## src/include/sld_pkg.sv

```systemverilog
// Function
// - Three independent red, green, blue sink channels
// - Current code linear, 3 mA per step
// - Duty zero off, 1-31 N/32, top bit on
// - Per-channel ramp enable bit
// - Ramp one 1/32 step every 1/64 s
// - Ramp on duty change, else immediate
// - Period code selects 1/256, 1/8, 1, 2 s
// - Blink on-time is duty fraction of period
// - Nonzero period code disables ramping
// - Boost request bit in blue control register
// - Boost enable is OR of three requests
// - Outputs usable as open-drain logic or PWM
package sld_pkg;
   localparam int unsigned CLK_HZ         = 10_000_000;
   localparam int unsigned SLOTS          = 32;
   localparam int unsigned RAMP_STEPS_HZ  = 64;
   localparam int unsigned SLOT_BASE_CYC  = CLK_HZ / (256 * SLOTS);
   localparam int unsigned RAMP_CYC       = CLK_HZ / RAMP_STEPS_HZ;
   localparam int unsigned MULT_P1        = 32;
   localparam int unsigned MULT_P2        = 256;
   localparam int unsigned MULT_P3        = 512;
   localparam logic [1:0]  PER_FAST       = 2'h0;
   localparam logic [1:0]  PER_EIGHTH     = 2'h1;
   localparam logic [1:0]  PER_ONE        = 2'h2;
   localparam logic [1:0]  PER_TWO        = 2'h3;
   localparam logic [5:0]  DUTY_FULL      = 6'h20;
   localparam logic [31:0] ADDR_RED       = 32'h0000_0000;
   localparam logic [31:0] ADDR_GREEN     = 32'h0000_0004;
   localparam logic [31:0] ADDR_BLUE      = 32'h0000_0008;
   localparam logic [31:0] ADDR_BOOST     = 32'h0000_000C;
   localparam logic [31:0] ADDR_STATUS    = 32'h0000_0010;
   localparam int          F_LVL          = 0;
   localparam int          F_DUTY         = 3;
   localparam int          F_RAMP         = 9;
   localparam int          F_PER          = 10;
   localparam int          F_LBST         = 12;
   localparam int          F_GBST         = 0;
   localparam int          F_UBST         = 1;
   localparam logic [1:0]  RESP_OKAY      = 2'h0;
   localparam logic [1:0]  RESP_SLVERR    = 2'h2;
   localparam int          CTRL_W         = 12;
endpackage : sld_pkg

```

## src/verilog/sld_top.sv

```systemverilog
module sld_top
   import sld_pkg::*;
(
   // Clock and reset
   input  wire logic        clk_sys,
   input  wire logic        rstn,
   // AXI4-Lite write
   input  wire logic [31:0] s_axi_awaddr,
   input  wire logic        s_axi_awvalid,
   output logic             s_axi_awready,
   input  wire logic [31:0] s_axi_wdata,
   input  wire logic [3:0]  s_axi_wstrb,
   input  wire logic        s_axi_wvalid,
   output logic             s_axi_wready,
   output logic [1:0]       s_axi_bresp,
   output logic             s_axi_bvalid,
   input  wire logic        s_axi_bready,
   // AXI4-Lite read
   input  wire logic [31:0] s_axi_araddr,
   input  wire logic        s_axi_arvalid,
   output logic             s_axi_arready,
   output logic [31:0]      s_axi_rdata,
   output logic [1:0]       s_axi_rresp,
   output logic             s_axi_rvalid,
   input  wire logic        s_axi_rready,
   // Sink outputs, open drain: oe high pulls the pin low
   output logic             red_sink_output_oe,
   output logic             green_sink_output_oe,
   output logic             blue_sink_output_oe,
   output logic [2:0]       red_current_level,
   output logic [2:0]       green_current_level,
   output logic [2:0]       blue_current_level,
   // Boost converter enable
   output logic             boost_converter_en
);
   import sld_pkg::*;

   logic [CTRL_W-1:0] ctrl_r [3];
   logic              lbst_r;
   logic              gbst_r;
   logic              ubst_r;
   logic [5:0]        act_r [3];
   logic [2:0]        wr_chg;

   // Write channel: address and data captured in either order
   logic [31:0] awaddr_r;
   logic [31:0] wdata_r;
   logic [3:0]  wstrb_r;
   logic        aw_have_r;
   logic        w_have_r;
   logic        do_wr;
   logic        wr_hit;

   assign do_wr  = aw_have_r && w_have_r && !s_axi_bvalid;
   assign wr_hit = awaddr_r == ADDR_RED || awaddr_r == ADDR_GREEN || awaddr_r == ADDR_BLUE
                   || awaddr_r == ADDR_BOOST || awaddr_r == ADDR_STATUS;

   always_ff @(posedge clk_sys) begin
      if (!rstn) begin
         aw_have_r     <= 1'b0;
         w_have_r      <= 1'b0;
         awaddr_r      <= 32'h0000_0000;
         wdata_r       <= 32'h0000_0000;
         wstrb_r       <= 4'h0;
         s_axi_awready <= 1'b0;
         s_axi_wready  <= 1'b0;
         s_axi_bvalid  <= 1'b0;
         s_axi_bresp   <= RESP_OKAY;
      end else begin
         s_axi_awready <= !aw_have_r && !s_axi_awready && s_axi_awvalid;
         s_axi_wready  <= !w_have_r && !s_axi_wready && s_axi_wvalid;
         if (s_axi_awvalid && s_axi_awready) begin
            aw_have_r <= 1'b1;
            awaddr_r  <= {s_axi_awaddr[31:2], 2'h0};
         end
         if (s_axi_wvalid && s_axi_wready) begin
            w_have_r <= 1'b1;
            wdata_r  <= s_axi_wdata;
            wstrb_r  <= s_axi_wstrb;
         end
         if (do_wr) begin
            aw_have_r    <= 1'b0;
            w_have_r     <= 1'b0;
            s_axi_bvalid <= 1'b1;
            s_axi_bresp  <= wr_hit ? RESP_OKAY : RESP_SLVERR;
         end else if (s_axi_bvalid && s_axi_bready) begin
            s_axi_bvalid <= 1'b0;
         end
      end
   end

   // Channel control registers, one per colour
   generate
      for (genvar c = 0; c < 3; c++) begin : g_ctrl
         logic [31:0] addr_c;
         logic [CTRL_W-1:0] merged;
         assign addr_c = (c == 0) ? ADDR_RED : (c == 1) ? ADDR_GREEN : ADDR_BLUE;
         always_comb begin
            merged = ctrl_r[c];
            if (wstrb_r[0])
               merged[7:0] = wdata_r[7:0];
            if (wstrb_r[1])
               merged[CTRL_W-1:8] = wdata_r[CTRL_W-1:8];
         end
         assign wr_chg[c] = do_wr && awaddr_r == addr_c
                            && merged[F_DUTY+5:F_DUTY] != ctrl_r[c][F_DUTY+5:F_DUTY];
         always_ff @(posedge clk_sys) begin
            if (!rstn)
               ctrl_r[c] <= '0;
            else if (do_wr && awaddr_r == addr_c)
               ctrl_r[c] <= merged;
         end
      end
   endgenerate

   always_ff @(posedge clk_sys) begin
      if (!rstn) begin
         lbst_r <= 1'b0;
         gbst_r <= 1'b0;
         ubst_r <= 1'b0;
      end else if (do_wr) begin
         if (awaddr_r == ADDR_BLUE && wstrb_r[1])
            lbst_r <= wdata_r[F_LBST];
         if (awaddr_r == ADDR_BOOST && wstrb_r[0]) begin
            gbst_r <= wdata_r[F_GBST];
            ubst_r <= wdata_r[F_UBST];
         end
      end
   end

   always_ff @(posedge clk_sys) begin
      if (!rstn)
         boost_converter_en <= 1'b0;
      else
         boost_converter_en <= gbst_r | ubst_r | lbst_r;
   end

   // Read channel
   logic [31:0] rd_val;
   logic        rd_hit;
   always_comb begin
      rd_hit = 1'b1;
      rd_val = 32'h0000_0000;
      unique case ({s_axi_araddr[31:2], 2'h0})
         ADDR_RED:    rd_val[CTRL_W-1:0] = ctrl_r[0];
         ADDR_GREEN:  rd_val[CTRL_W-1:0] = ctrl_r[1];
         ADDR_BLUE: begin
            rd_val[CTRL_W-1:0] = ctrl_r[2];
            rd_val[F_LBST]     = lbst_r;
         end
         ADDR_BOOST: begin
            rd_val[F_GBST] = gbst_r;
            rd_val[F_UBST] = ubst_r;
         end
         ADDR_STATUS: rd_val[17:0] = {act_r[2], act_r[1], act_r[0]};
         default:     rd_hit = 1'b0;
      endcase
   end

   always_ff @(posedge clk_sys) begin
      if (!rstn) begin
         s_axi_arready <= 1'b0;
         s_axi_rvalid  <= 1'b0;
         s_axi_rdata   <= 32'h0000_0000;
         s_axi_rresp   <= RESP_OKAY;
      end else begin
         s_axi_arready <= !s_axi_arready && !s_axi_rvalid && s_axi_arvalid;
         if (s_axi_arvalid && s_axi_arready) begin
            s_axi_rvalid <= 1'b1;
            s_axi_rdata  <= rd_val;
            s_axi_rresp  <= rd_hit ? RESP_OKAY : RESP_SLVERR;
         end else if (s_axi_rvalid && s_axi_rready) begin
            s_axi_rvalid <= 1'b0;
         end
      end
   end

   // Shared timebase: slot tick for the fast period and ramp tick
   logic [15:0] base_cnt_r;
   logic        base_tick;
   logic [17:0] ramp_cnt_r;
   logic        ramp_tick;
   assign base_tick = base_cnt_r == 16'(SLOT_BASE_CYC - 1);
   assign ramp_tick = ramp_cnt_r == 18'(RAMP_CYC - 1);
   always_ff @(posedge clk_sys) begin
      if (!rstn) begin
         base_cnt_r <= 16'h0000;
         ramp_cnt_r <= 18'h0_0000;
      end else begin
         base_cnt_r <= base_tick ? 16'h0000 : base_cnt_r + 16'h0001;
         ramp_cnt_r <= ramp_tick ? 18'h0_0000 : ramp_cnt_r + 18'h0_0001;
      end
   end

   logic [2:0] sink_r;

   generate
      for (genvar c = 0; c < 3; c++) begin : g_chan
         logic [5:0]  tgt;
         logic [1:0]  per;
         logic        rmp_en;
         logic        ramping_r;
         logic [9:0]  mult_cnt_r;
         logic [9:0]  mult_end;
         logic        slot_tick;
         logic [4:0]  slot_r;
         assign per    = ctrl_r[c][F_PER+1:F_PER];
         assign rmp_en = ctrl_r[c][F_RAMP] && per == PER_FAST;
         // Top bit set means continuously on
         assign tgt    = ctrl_r[c][F_DUTY+5] ? DUTY_FULL : {1'b0, ctrl_r[c][F_DUTY+4:F_DUTY]};

         // Active duty tracks target, gradually when ramping
         always_ff @(posedge clk_sys) begin
            if (!rstn) begin
               act_r[c]  <= 6'h00;
               ramping_r <= 1'b0;
            end else if (!rmp_en) begin
               // A write that sets the ramp bit and a new duty still ramps
               act_r[c]  <= tgt;
               ramping_r <= wr_chg[c];
            end else begin
               if (wr_chg[c])
                  ramping_r <= 1'b1;
               if ((ramping_r || wr_chg[c]) && ramp_tick) begin
                  if (act_r[c] < tgt)
                     act_r[c] <= act_r[c] + 6'h01;
                  else if (act_r[c] > tgt)
                     act_r[c] <= act_r[c] - 6'h01;
                  else
                     ramping_r <= wr_chg[c];
               end
            end
         end

         // Slot length: fast period uses base tick directly
         always_comb begin
            unique case (per)
               PER_FAST:   mult_end = 10'h000;
               PER_EIGHTH: mult_end = 10'(MULT_P1 - 1);
               PER_ONE:    mult_end = 10'(MULT_P2 - 1);
               PER_TWO:    mult_end = 10'(MULT_P3 - 1);
            endcase
         end
         assign slot_tick = base_tick && mult_cnt_r >= mult_end;
         always_ff @(posedge clk_sys) begin
            if (!rstn) begin
               mult_cnt_r <= 10'h000;
               slot_r     <= 5'h00;
            end else if (base_tick) begin
               mult_cnt_r <= slot_tick ? 10'h000 : mult_cnt_r + 10'h001;
               if (slot_tick)
                  slot_r <= slot_r + 5'h01;
            end
         end

         // Sink on during first N slots of each period
         always_ff @(posedge clk_sys) begin
            if (!rstn)
               sink_r[c] <= 1'b0;
            else
               sink_r[c] <= {1'b0, slot_r} < act_r[c];
         end
      end
   endgenerate

   always_ff @(posedge clk_sys) begin
      if (!rstn) begin
         red_current_level   <= 3'h0;
         green_current_level <= 3'h0;
         blue_current_level  <= 3'h0;
      end else begin
         // Code times 3 mA, decoded by the analog sink
         red_current_level   <= ctrl_r[0][F_LVL+2:F_LVL];
         green_current_level <= ctrl_r[1][F_LVL+2:F_LVL];
         blue_current_level  <= ctrl_r[2][F_LVL+2:F_LVL];
      end
   end

   assign red_sink_output_oe   = sink_r[0];
   assign green_sink_output_oe = sink_r[1];
   assign blue_sink_output_oe  = sink_r[2];
endmodule : sld_top

```

## config.mk

```make
export PLATFORM = sky130hd
export DESIGN_NAME = sld_top
export DESIGN_NICKNAME = d
export VERILOG_FILES = /design/src/include/sld_pkg.sv /design/src/verilog/sld_top.sv
export SDC_FILE = /design/constraint.sdc
export NUM_CORES = 1
export LEC_CHECK = 0
export ABC_AREA = 1
export BUFFER_PORTS_ARGS = -buffer_cell sky130_fd_sc_hd__buf_2
export CORE_MARGIN = 5
export CORE_UTILIZATION = 25
export CTS_CLUSTER_DIAMETER = 80
export CTS_CLUSTER_SIZE = 28
export DETAILED_ROUTE_END_ITERATION = 8
export PLACE_DENSITY_LB_ADDON = 0.15
export RECOVER_POWER = 100
export SETUP_SLACK_MARGIN = 0.02
export SLEW_MARGIN = 20
export SYNTH_ARGS = -nofsm -noshare
export SYNTH_HDL_FRONTEND = slang
export SYNTH_SLANG_ARGS = --single-unit
```

## constraint.sdc

```tcl
create_clock -name clk_sys -period 3.1 [get_ports clk_sys]
set_clock_uncertainty 0.15 [all_clocks]
set_input_delay 0 -clock clk_sys [delete_from_list [all_inputs] [get_ports clk_sys]]
set_output_delay 0 -clock clk_sys [all_outputs]
set_load 0.01 [all_outputs]
```

==> flow_summary.yaml, run 1 <==
status:
  outcome: "finished, final reports clean"
grt:
  first_global_vias: 11580
  grt-ovfl-total: 0
  grt_pass1_wl_um: 60660
  antenna_found_initial: 0
  grt_usage: 0.1298
  grt_max_degree: 102
drt:
  avgViaCountPerCell: 4.518
  drt_iter0_drc: 605
  postRouteAntennaNets: 0
  drt-total-wl_um: 37090
  vias: 11870
  wire_per_inst_um: 14.11
  firstDrtPassIters: 8
  drc: 0
timing:
  finalMaxSlewViolations: 0
  finalSetupTns_ps: 0
  setup_viol: 0
  grt_setup_unrepaired: "no"
  finalCritPeriodShare: 0.9239
  hold_viol_final: 0
  fmax_mhz: 349.2
  tightest_slew_ps: 879.4
  max_slew_margin: 0.4112
  whs_ps: 34.29
  fin_crit_ps: 2864
placed_design:
  post_dp_cell_area_mm2: 0.01405
  gp_congestion: 0.8166
  placedCellCount: 2485
  numPortBuffers: 119
  dpl.hpwl_um: 28310
layout:
  final_util: 0.3140
  fillCellCount: 5494
  antenna_cells: 0
  multiInputGateArea_mm2: 0.006601
  stdcell_count: 2628
  drive_above_1_share: 0.08998
  area_growth_pct: 24.29
  finalInstanceArea_mm2: 0.01572
  finalNetCount: 2122
  regArea_mm2: 0.005025
synth:
  synth_top_area_cell: "dfxtp_1"
  ys_ff_latch: 224
  syn_avg_cell_area_um2: 7.390
  synth_edf_count: 54
  synthFlopType: "dfxtp_1"
  synth_cells: 1712
  yosysMostFrequentCell: "nand2_1"
  synth_warnings: 0
  synth_top_cells_by_count: "nand2_1 (284), nor2_1 (271), dfxtp_1 (170), inv_1 (167), nand3_1 (142)"
  ys_types: 54
  synthesis.area_mm2: 0.01265
  synth_area_leaders: "dfxtp_1 (27%), edfxtp_1 (13%), nand2_1 (8.4%)"
  synth.top_cell.area_share: 0.2690
  async_flop_share: 0
  yosysSeqAreaShare: 0.3972
setup_path:
  slowest_stage: "nor3b_2"
  crit_required_ps: 3410
  crit_chain: "dlygate4sd3_1 -> clkbuf_1 -> nor2_1 -> dlygate4sd3_1 -> nand3_1 -> dlygate4sd3_1 -> nor3b_2 -> nand2_1 -> nand3_1 -> nor2_1 -> nor2_1"
  critPathMaxFanout: 9
  startpoint_type: "input port"
  cpPeakStageDelay_ps: 710
  critical_path_class: "in -> reg"
  critPathArrivalTime_ps: 3170
  worst_setup_path_end_kind: "flip-flop"
power:
  p_leak_nw: 6.358
  vdd_ir_drop_max_mv: 0.3597
  p_per_area_mw_per_mm2: 419.7
floorplanning:
  boundaryPins: 161
  die_area_mm2: 0.05520
  die_h_um: 235.0
  die_w_um: 235.0
  start_util: 0.2527
  row_count: 82
  core-area_mm2: 0.05007
clock_tree:
  cts_tree: "done"
  cts_max_path_buffers: 3
  cts_buffers: 19
  clkTransAtPathRegs_ps: 100
  clock_sinks: 224
  clk_latency_ps: 540
  htreeDepth: 1
  clockRootBuffer: "clkbuf_16"
worst_hold_path:
  hold_class: "in -> reg"
run:
  drv_cap: 0
-- per-layer routing --
layer,vias up,routed length (µm),part of all wire,global-route usage
li1,6158,-,-,-
met1,5479,18290,0.49,0.1816
met2,198,16900,0.46,0.2184
met3,37,1351,0.036,0.01782
met4,0,545,0.015,0.02017
met5,-,0,0,0
-- through the flow --
step	power, mW	setup slack, ps
floorplan	3.591	713.8
global placement	3.805	378.6
detailed placement	3.810	344.6
CTS	6.732	251.8
global route	6.932	39.84
finish	6.600	236.0
-- worst paths after layout --
check | startpoint | end | slack [ps] | cells after the start
min reg2reg | aw_have_r | s_axi_awready | 280 | 1
min | s_axi_araddr[10] | s_axi_rdata[17] | 30 | 8
max | s_axi_araddr[5] | s_axi_rdata[0] | 240 | 11
max reg2reg | ramp_cnt_r[0] | act_r[0][1] | 250 | 8
-- cells in the final DEF (no fill, tap or decap), types with 46 or more instances in the layout --
master         instances
dfxtp_1              170
a21oi_1              108
nor3_1                61
ha_1                  72
nand4_1               46
dlygate4sd3_1        109
buf_2                 79
nand3_1              143
inv_1                173
clkbuf_1              47
edfxtp_1              54
nor2_1               273
nand2_1              287
o21ai_0              103
-- critical path: cells and delay by family --
family | cells | cell delay (ps)
and+or+nand+nor | 7 | 1350
buffers and inverters | 4 | 1810
-- registers in the layout (all words and copies together), names as in the netlist, 2 cells and up --
| signal | count |
|---|---|
| base_cnt_r | 16 |
| g_chan.ramping_r | 3 |
| wdata_r | 13 |
| g_chan.mult_cnt_r | 30 |
| act_r | 18 |
| ramp_cnt_r | 18 |
| red_current_level | 3 |
| awaddr_r | 30 |
| blue_current_level | 3 |
| g_chan.slot_r | 15 |
| ctrl_r | 36 |
| green_current_level | 3 |
| s_axi_rdata | 18 |
| wstrb_r | 2 |
-- layout make-up --
cell class	instances	area share
Clock buffer	20	0.03183
Clock inverter	14	0.01337
Inverter	186	0.04440
Multi-Input combinational cell	1254	0.4198
Sequential cell	224	0.3196
Tap cell	672	0.05347
Timing Repair Buffer	258	0.1175
-- cell families (layout without fill, tap and decap cells) --
| kind of cell | after synthesis | count (layout) | synth area share |
|---|---|---|---|
| simple gates | 876 | 876 | 0.3164 |
| fa+ha+maj | 72 | 72 | 0.07121 |
| buf+inv | 249 | 478 | 0.08179 |
| xor+xnor | 43 | 43 | 0.02977 |
| compound gates | 247 | 247 | 0.1034 |
| flops | 224 | 224 | 0.3972 |
| other cells | 1 | 16 | 0.0002964 |
-- where the power goes --
group          internal [mW]  total (mW)  switching, mW
clock network           1.38        2.77           1.39
registers               3.07        3.14         0.0717
logic                  0.299       0.691          0.392
total                   4.75        6.60           1.85
-- timing repair --
item	CTS	global route
resized for setup	0	0
buffers inserted	0	0
hold endpoints to repair	99	0
hold buffers	109	0
Power figures use the tool's default switching activity.
==> run 2, diff against run 1 <==
Clock period 3.1 ns to 2.8 ns, I/O delays scaled along.
==> run 2 against run 1 <==
  * Total power rose by 9.0%
  * Sequential power rose by 11%
  * Critical path depth rose by 1
  * Clock power rose by 6%
  * Core utilization rose by 0.20 points
  * Setup slack got worse by 23 ps
  * Count of clock-buffer cells in the layout rose by 1
  * Final cell count rose by 0.65%
  * Sequential share of layout area fell by 0.20 points
==> flow_summary.yaml, run 2 (synthesis gave the netlist of run 1 again) <==
grt:
  grt_max_degree: 102
  grt-ovfl-total: 0
  antenna_found_initial: 0
  first_global_vias: 11610
  grt_usage: 0.1311
  grt_pass1_wl_um: 61020
timing:
  finalCritPeriodShare: 0.9239
  grt_setup_unrepaired: "no"
  tightest_slew_ps: 813.1
  finalSetupTns_ps: 0
  fmax_mhz: 386.6
  fin_crit_ps: 2587
  whs_ps: 30.97
  finalMaxSlewViolations: 0
  hold_viol_final: 0
  setup_viol: 0
  max_slew_margin: 0.4580
placed_design:
  post_dp_cell_area_mm2: 0.01423
  placedCellCount: 2507
  gp_congestion: 0.8243
  dpl.hpwl_um: 28430
  numPortBuffers: 119
floorplanning:
  boundaryPins: 161
  start_util: 0.2527
  die_h_um: 235.0
  row_count: 82
  core-area_mm2: 0.05007
  die_w_um: 235.0
  die_area_mm2: 0.05520
drt:
  postRouteAntennaNets: 0
  drt_iter0_drc: 609
  firstDrtPassIters: 5
  drc: 0
  avgViaCountPerCell: 4.494
  wire_per_inst_um: 14.10
  drt-total-wl_um: 37300
  vias: 11890
setup_path:
  critPathMaxFanout: 7
  crit_required_ps: 2890
  critPathArrivalTime_ps: 2670
  worst_setup_path_end_kind: "flip-flop"
  startpoint_type: "flip-flop"
  critical_path_class: "reg -> reg"
clock_tree:
  cts_tree: "done"
  cts_setup_buffers: 0
  clk_latency_ps: 540
  clock_sinks: 224
  clockRootBuffer: "clkbuf_16"
  cts_max_path_buffers: 3
  htreeDepth: 1
  clkTransAtPathRegs_ps: 80
  cts_buffers: 18
layout:
  fillCellCount: 5488
  final_cell_mix: "nand2_1 (285), nor2_1 (270), inv_1 (170), dfxtp_1 (170), nand3_1 (142)"
  stdcell_count: 2645
  finalInstanceArea_mm2: 0.01583
  area_growth_pct: 25.09
  largest_register_ffs: 36
  finalNetCount: 2140
  antenna_cells: 0
  drive_above_1_share: 0.09985
  regMostFlops: "ctrl_r"
  reg_top3: "ctrl_r: 36 flops, awaddr_r: 30 flops, g_chan.mult_cnt_r: 30 flops"
  final_common_cell: "nand2_1"
  final_util: 0.3161
power:
  p_leak_nw: 6.427
  p_per_area_mw_per_mm2: 454.6
  vdd_ir_drop_max_mv: 0.3259
run:
  drv_cap: 0
status:
  outcome: "finished, final reports clean"
worst_hold_path:
  hold_class: "in -> reg"
==> run 2: final cells by class <==
class / instances / area [µm²] / area share
Inverter: 186 / 698.2 / 0.04412
Clock inverter: 11 / 165.2 / 0.01044
Clock buffer: 21 / 504.2 / 0.03186
Timing Repair Buffer: 277 / 1969 / 0.1244
Tap cell: 672 / 840.8 / 0.05313
Multi-Input combinational cell: 1254 / 6623 / 0.4185
Sequential cell: 224 / 5025 / 0.3175
==> run 2: worst max-delay path: stages (launching register included) <==
cell and delay (ps):
edfxtp_1 510, nor2_1 190, inv_1 60, ha_1 260
nand2_1 60, nor2_1 130, o21ai_0 100, nand2_1 140
and3_1 210, nand3_1 140, nand2_2 150, nor2_4 50
nand2_2 140
==> run 2: repair_timing <==
item	in CTS	in global routing
setup endpoints to repair	0	22
hold buffers	106	0
resized for setup	0	6
hold endpoints to repair	99	0
==> run 2: worst paths after layout <==
path                    start        endpoint  slack [ps]  cells past startpoint
max              ctrl_r[2][8]     act_r[2][3]         210                     12
min          s_axi_araddr[18]  s_axi_rdata[1]          30                      8
max reg2reg      ctrl_r[2][8]     act_r[2][3]         210                     12
min reg2reg         aw_have_r   s_axi_awready         270                      1
==> run 2: metal layers <==
| metal | vias to the layer above | wire length (µm) | GRT usage | part of all wire |
|---|---|---|---|---|
| met2 | 180 | 16850 | 0.2170 | 0.45 |
| met5 | - | 0 | 0 | 0 |
| met3 | 49 | 1454 | 0.01923 | 0.039 |
| li1 | 6193 | - | - | - |
| met4 | 0 | 731 | 0.02619 | 0.020 |
| met1 | 5464 | 18270 | 0.1833 | 0.49 |
==> run 2: metrics by stage <==
step / power (mW) / worst slack, ps
detailed placement: 4.227 / 154.7
floorplan: 3.975 / 413.8
global route: 7.567 / 21.85
finish: 7.194 / 213.0
CTS: 7.361 / 140.1
global placement: 4.224 / 145.2
==> run 2: report_power, final <==
group | switching [mW] | leakage, nW | total (mW) | internal [mW]
registers | 0.0705 | 1.96 | 3.47 | 3.40
logic | 0.446 | 4.14 | 0.784 | 0.338
clock network | 1.46 | 0.326 | 2.94 | 1.49
==> run 3, diff against run 2 <==
Settings changed: ABC_AREA 1 to default.
Clock period 2.8 ns to 2.2 ns, I/O delays scaled along.
==> run 3 against run 2 <==
  * The flow now finishes with violations (negative setup slack)
  * Global-route usage grew 0.94 points
  * Synthesized cell count fell by 22%
  * Total power grew 28%
  * Sequential share of layout area shrank 3.1 points
  * Sequential power grew 26%
  * Combinational power grew 56%
  * Hold slack got worse by 12 ps
  * Maximum frequency up 0.55%
  * Register-to-register slack got worse by 590 ps
  * Final cell count decreased by 11%
  * Via count is 9.1% lower
  * Largest power group unchanged
  * Non-clock buffer count grew 162
  * Largest cell class unchanged
==> flow_summary.yaml, run 3 <==
synth:
  synthFlopType: "dfxtp_1"
  ys_ff_latch: 224
  ys_types: 66
  yosysSeqAreaShare: 0.4332
  synthesis.area_mm2: 0.01160
  synth_warnings: 0
  synth_area_leaders: "dfxtp_1 (29%), edfxtp_1 (14%), ha_1 (7.8%)"
  synth_top_area_cell: "dfxtp_1"
  synth_edf_count: 54
  synth_top_cells_by_count: "nand2_1 (211), dfxtp_1 (170), nor2_1 (141), a21oi_1 (97), ha_1 (72)"
  synth_cells: 1333
  syn_avg_cell_area_um2: 8.701
  async_flop_share: 0
  synth.top_cell.area_share: 0.2934
  yosysMostFrequentCell: "nand2_1"
drt:
  drt-total-wl_um: 36830
  vias: 10810
  firstDrtPassIters: 5
  wl_met3_um: 1265
  avgViaCountPerCell: 4.577
  highest_layer: "met4"
  wire_per_inst_um: 15.60
  postRouteAntennaNets: 0
  wl_met1_um: 16690
  drc: 0
  routed-wl-met2_um: 17630
  drt_iter0_drc: 441
power:
  p_per_area_mw_per_mm2: 526.6
  finalPower_mw: 9.232
  vdd_ir_drop_max_mv: 0.4035
  p_leak_nw: 6.882
layout:
  drive_above_1_share: 0.3101
  reg_top3: "ctrl_r: 36 flops, awaddr_r: 30 flops, g_chan.mult_cnt_r: 30 flops"
  final_cell_mix: "nand2_1 (183), buf_4 (170), dfxtp_1 (167), nor2_1 (97), dlygate4sd3_1 (95)"
  antenna_cells: 0
  final_common_cell: "nand2_1"
  finalInstanceArea_mm2: 0.01753
  regMostFlops: "ctrl_r"
  final_util: 0.3790
  finalNetCount: 1922
  largest_register_ffs: 36
  stdcell_count: 2361
  area_growth_pct: 51.14
placed_design:
  dpl.hpwl_um: 26730
  post_dp_cell_area_mm2: 0.01435
  placedCellCount: 2197
  numPortBuffers: 119
  dpl_worst_slack_ps: -582.6
  gp_congestion: 0.8517
timing:
  setup_viol: 114
  grt_setup_unrepaired: "yes"
  finalCritPeriodShare: 1.169
  fmax_mhz: 388.7
  finalMaxSlewViolations: 0
  fin_crit_ps: 2573
  hold_viol_final: 0
  setup_ws_ps: -372.8
  whs_ps: 19.36
  finalSetupTns_ps: -13220
  tightest_slew_ps: 1043
  max_slew_margin: 0.3022
worst_hold_path:
  min_from: "s_axi_araddr[2]"
  whs_path_depth: 6
  hold_class: "in -> reg"
floorplanning:
  core-area_mm2: 0.04626
  die_area_mm2: 0.05080
  die_h_um: 225.4
  die_w_um: 225.4
  start_util: 0.2507
  boundaryPins: 161
  row_count: 79
setup_path:
  crit_required_ps: 2320
  startpoint_type: "flip-flop"
  rrSetupSlack_ps: -370
  critPathMaxFanout: 7
  worst_setup_path_end_kind: "flip-flop"
  crit_start: "ctrl_r[1][8]"
  critical_path_class: "reg -> reg"
  critPathArrivalTime_ps: 2690
  r2r-start: "ctrl_r[1][8]"
  rr_worst_depth: 10
clock_tree:
  cts_max_path_buffers: 3
  clk_latency_ps: 540
  clkTransAtPathRegs_ps: 100
  clockRootBuffer: "clkbuf_16"
  htreeDepth: 1
  cts_tree: "done"
  clock_sinks: 224
  cts_buffers: 19
status:
  failed_checks: "negative setup slack"
  outcome: "finished, violations left"
grt:
  antenna_found_initial: 0
  grt_max_degree: 55
  first_global_vias: 10850
  grt_pass1_wl_um: 57990
  grt-ovfl-total: 0
  grt_usage: 0.1405
run:
  drv_cap: 0
-- run 3: critical path: stages (launching register included) --
cell	delay [ps]
edfxtp_1	400
inv_2	140
nand2_4	70
ha_4	210
a21o_1	160
a21o_1	210
a211o_4	380
and2_4	160
a221o_1	300
o21ai_2	70
o21ai_1	70
-- run 3: cells by family (layout without fill, tap and decap cells) --
logic type | Yosys count | count (layout) | synth area share
compound gates | 235 | 235 | 0.1263
xor+xnor | 98 | 98 | 0.07400
fa+ha+maj | 73 | 73 | 0.07853
buf+inv | 109 | 513 | 0.04099
flops | 224 | 224 | 0.4332
mux | 10 | 10 | 0.008954
other cells | 1 | 16 | 0.0003233
simple gates | 583 | 585 | 0.2376
-- run 3: final cells by class --
type | instances | area (µm²)
Fill cell | 4810 | 28730
Multi-Input combinational cell | 1017 | 7530
Sequential cell | 224 | 5029
Timing Repair Buffer | 439 | 3406
Tap cell | 607 | 759.5
Clock buffer | 23 | 521.8
Inverter | 42 | 162.7
Clock inverter | 9 | 122.6
-- run 3: report_power, final --
group / leakage, nW / internal, mW / switching (mW)
Clock: 0.315 / 1.81 / 1.83
Sequential: 1.96 / 4.30 / 0.0809
Combinational: 4.61 / 0.600 / 0.617
Total: 6.88 / 6.71 / 2.52
-- run 3: layer usage --
metal | GRT usage | up-vias
met3 | 0.02201 | 65
met4 | 0.03944 | 0
li1 | - | 5432
met5 | 0 | -
met2 | 0.2359 | 165
met1 | 0.1882 | 5144
-- run 3: path summary, 6_finish.rpt --
path,end
max,act_r[1][2]
min,s_axi_rdata[0]
max reg2reg,act_r[1][2]
min reg2reg,s_axi_rdata[7]
-- run 3: what timing repair did --
action,in CTS,in global routing
resized for setup,171,142
endpoints found under the hold margin,144,0
pin swaps,86,62
hold buffers,95,0
buffers inserted,25,11
cloned,3,1
endpoints found under the setup margin,158,159
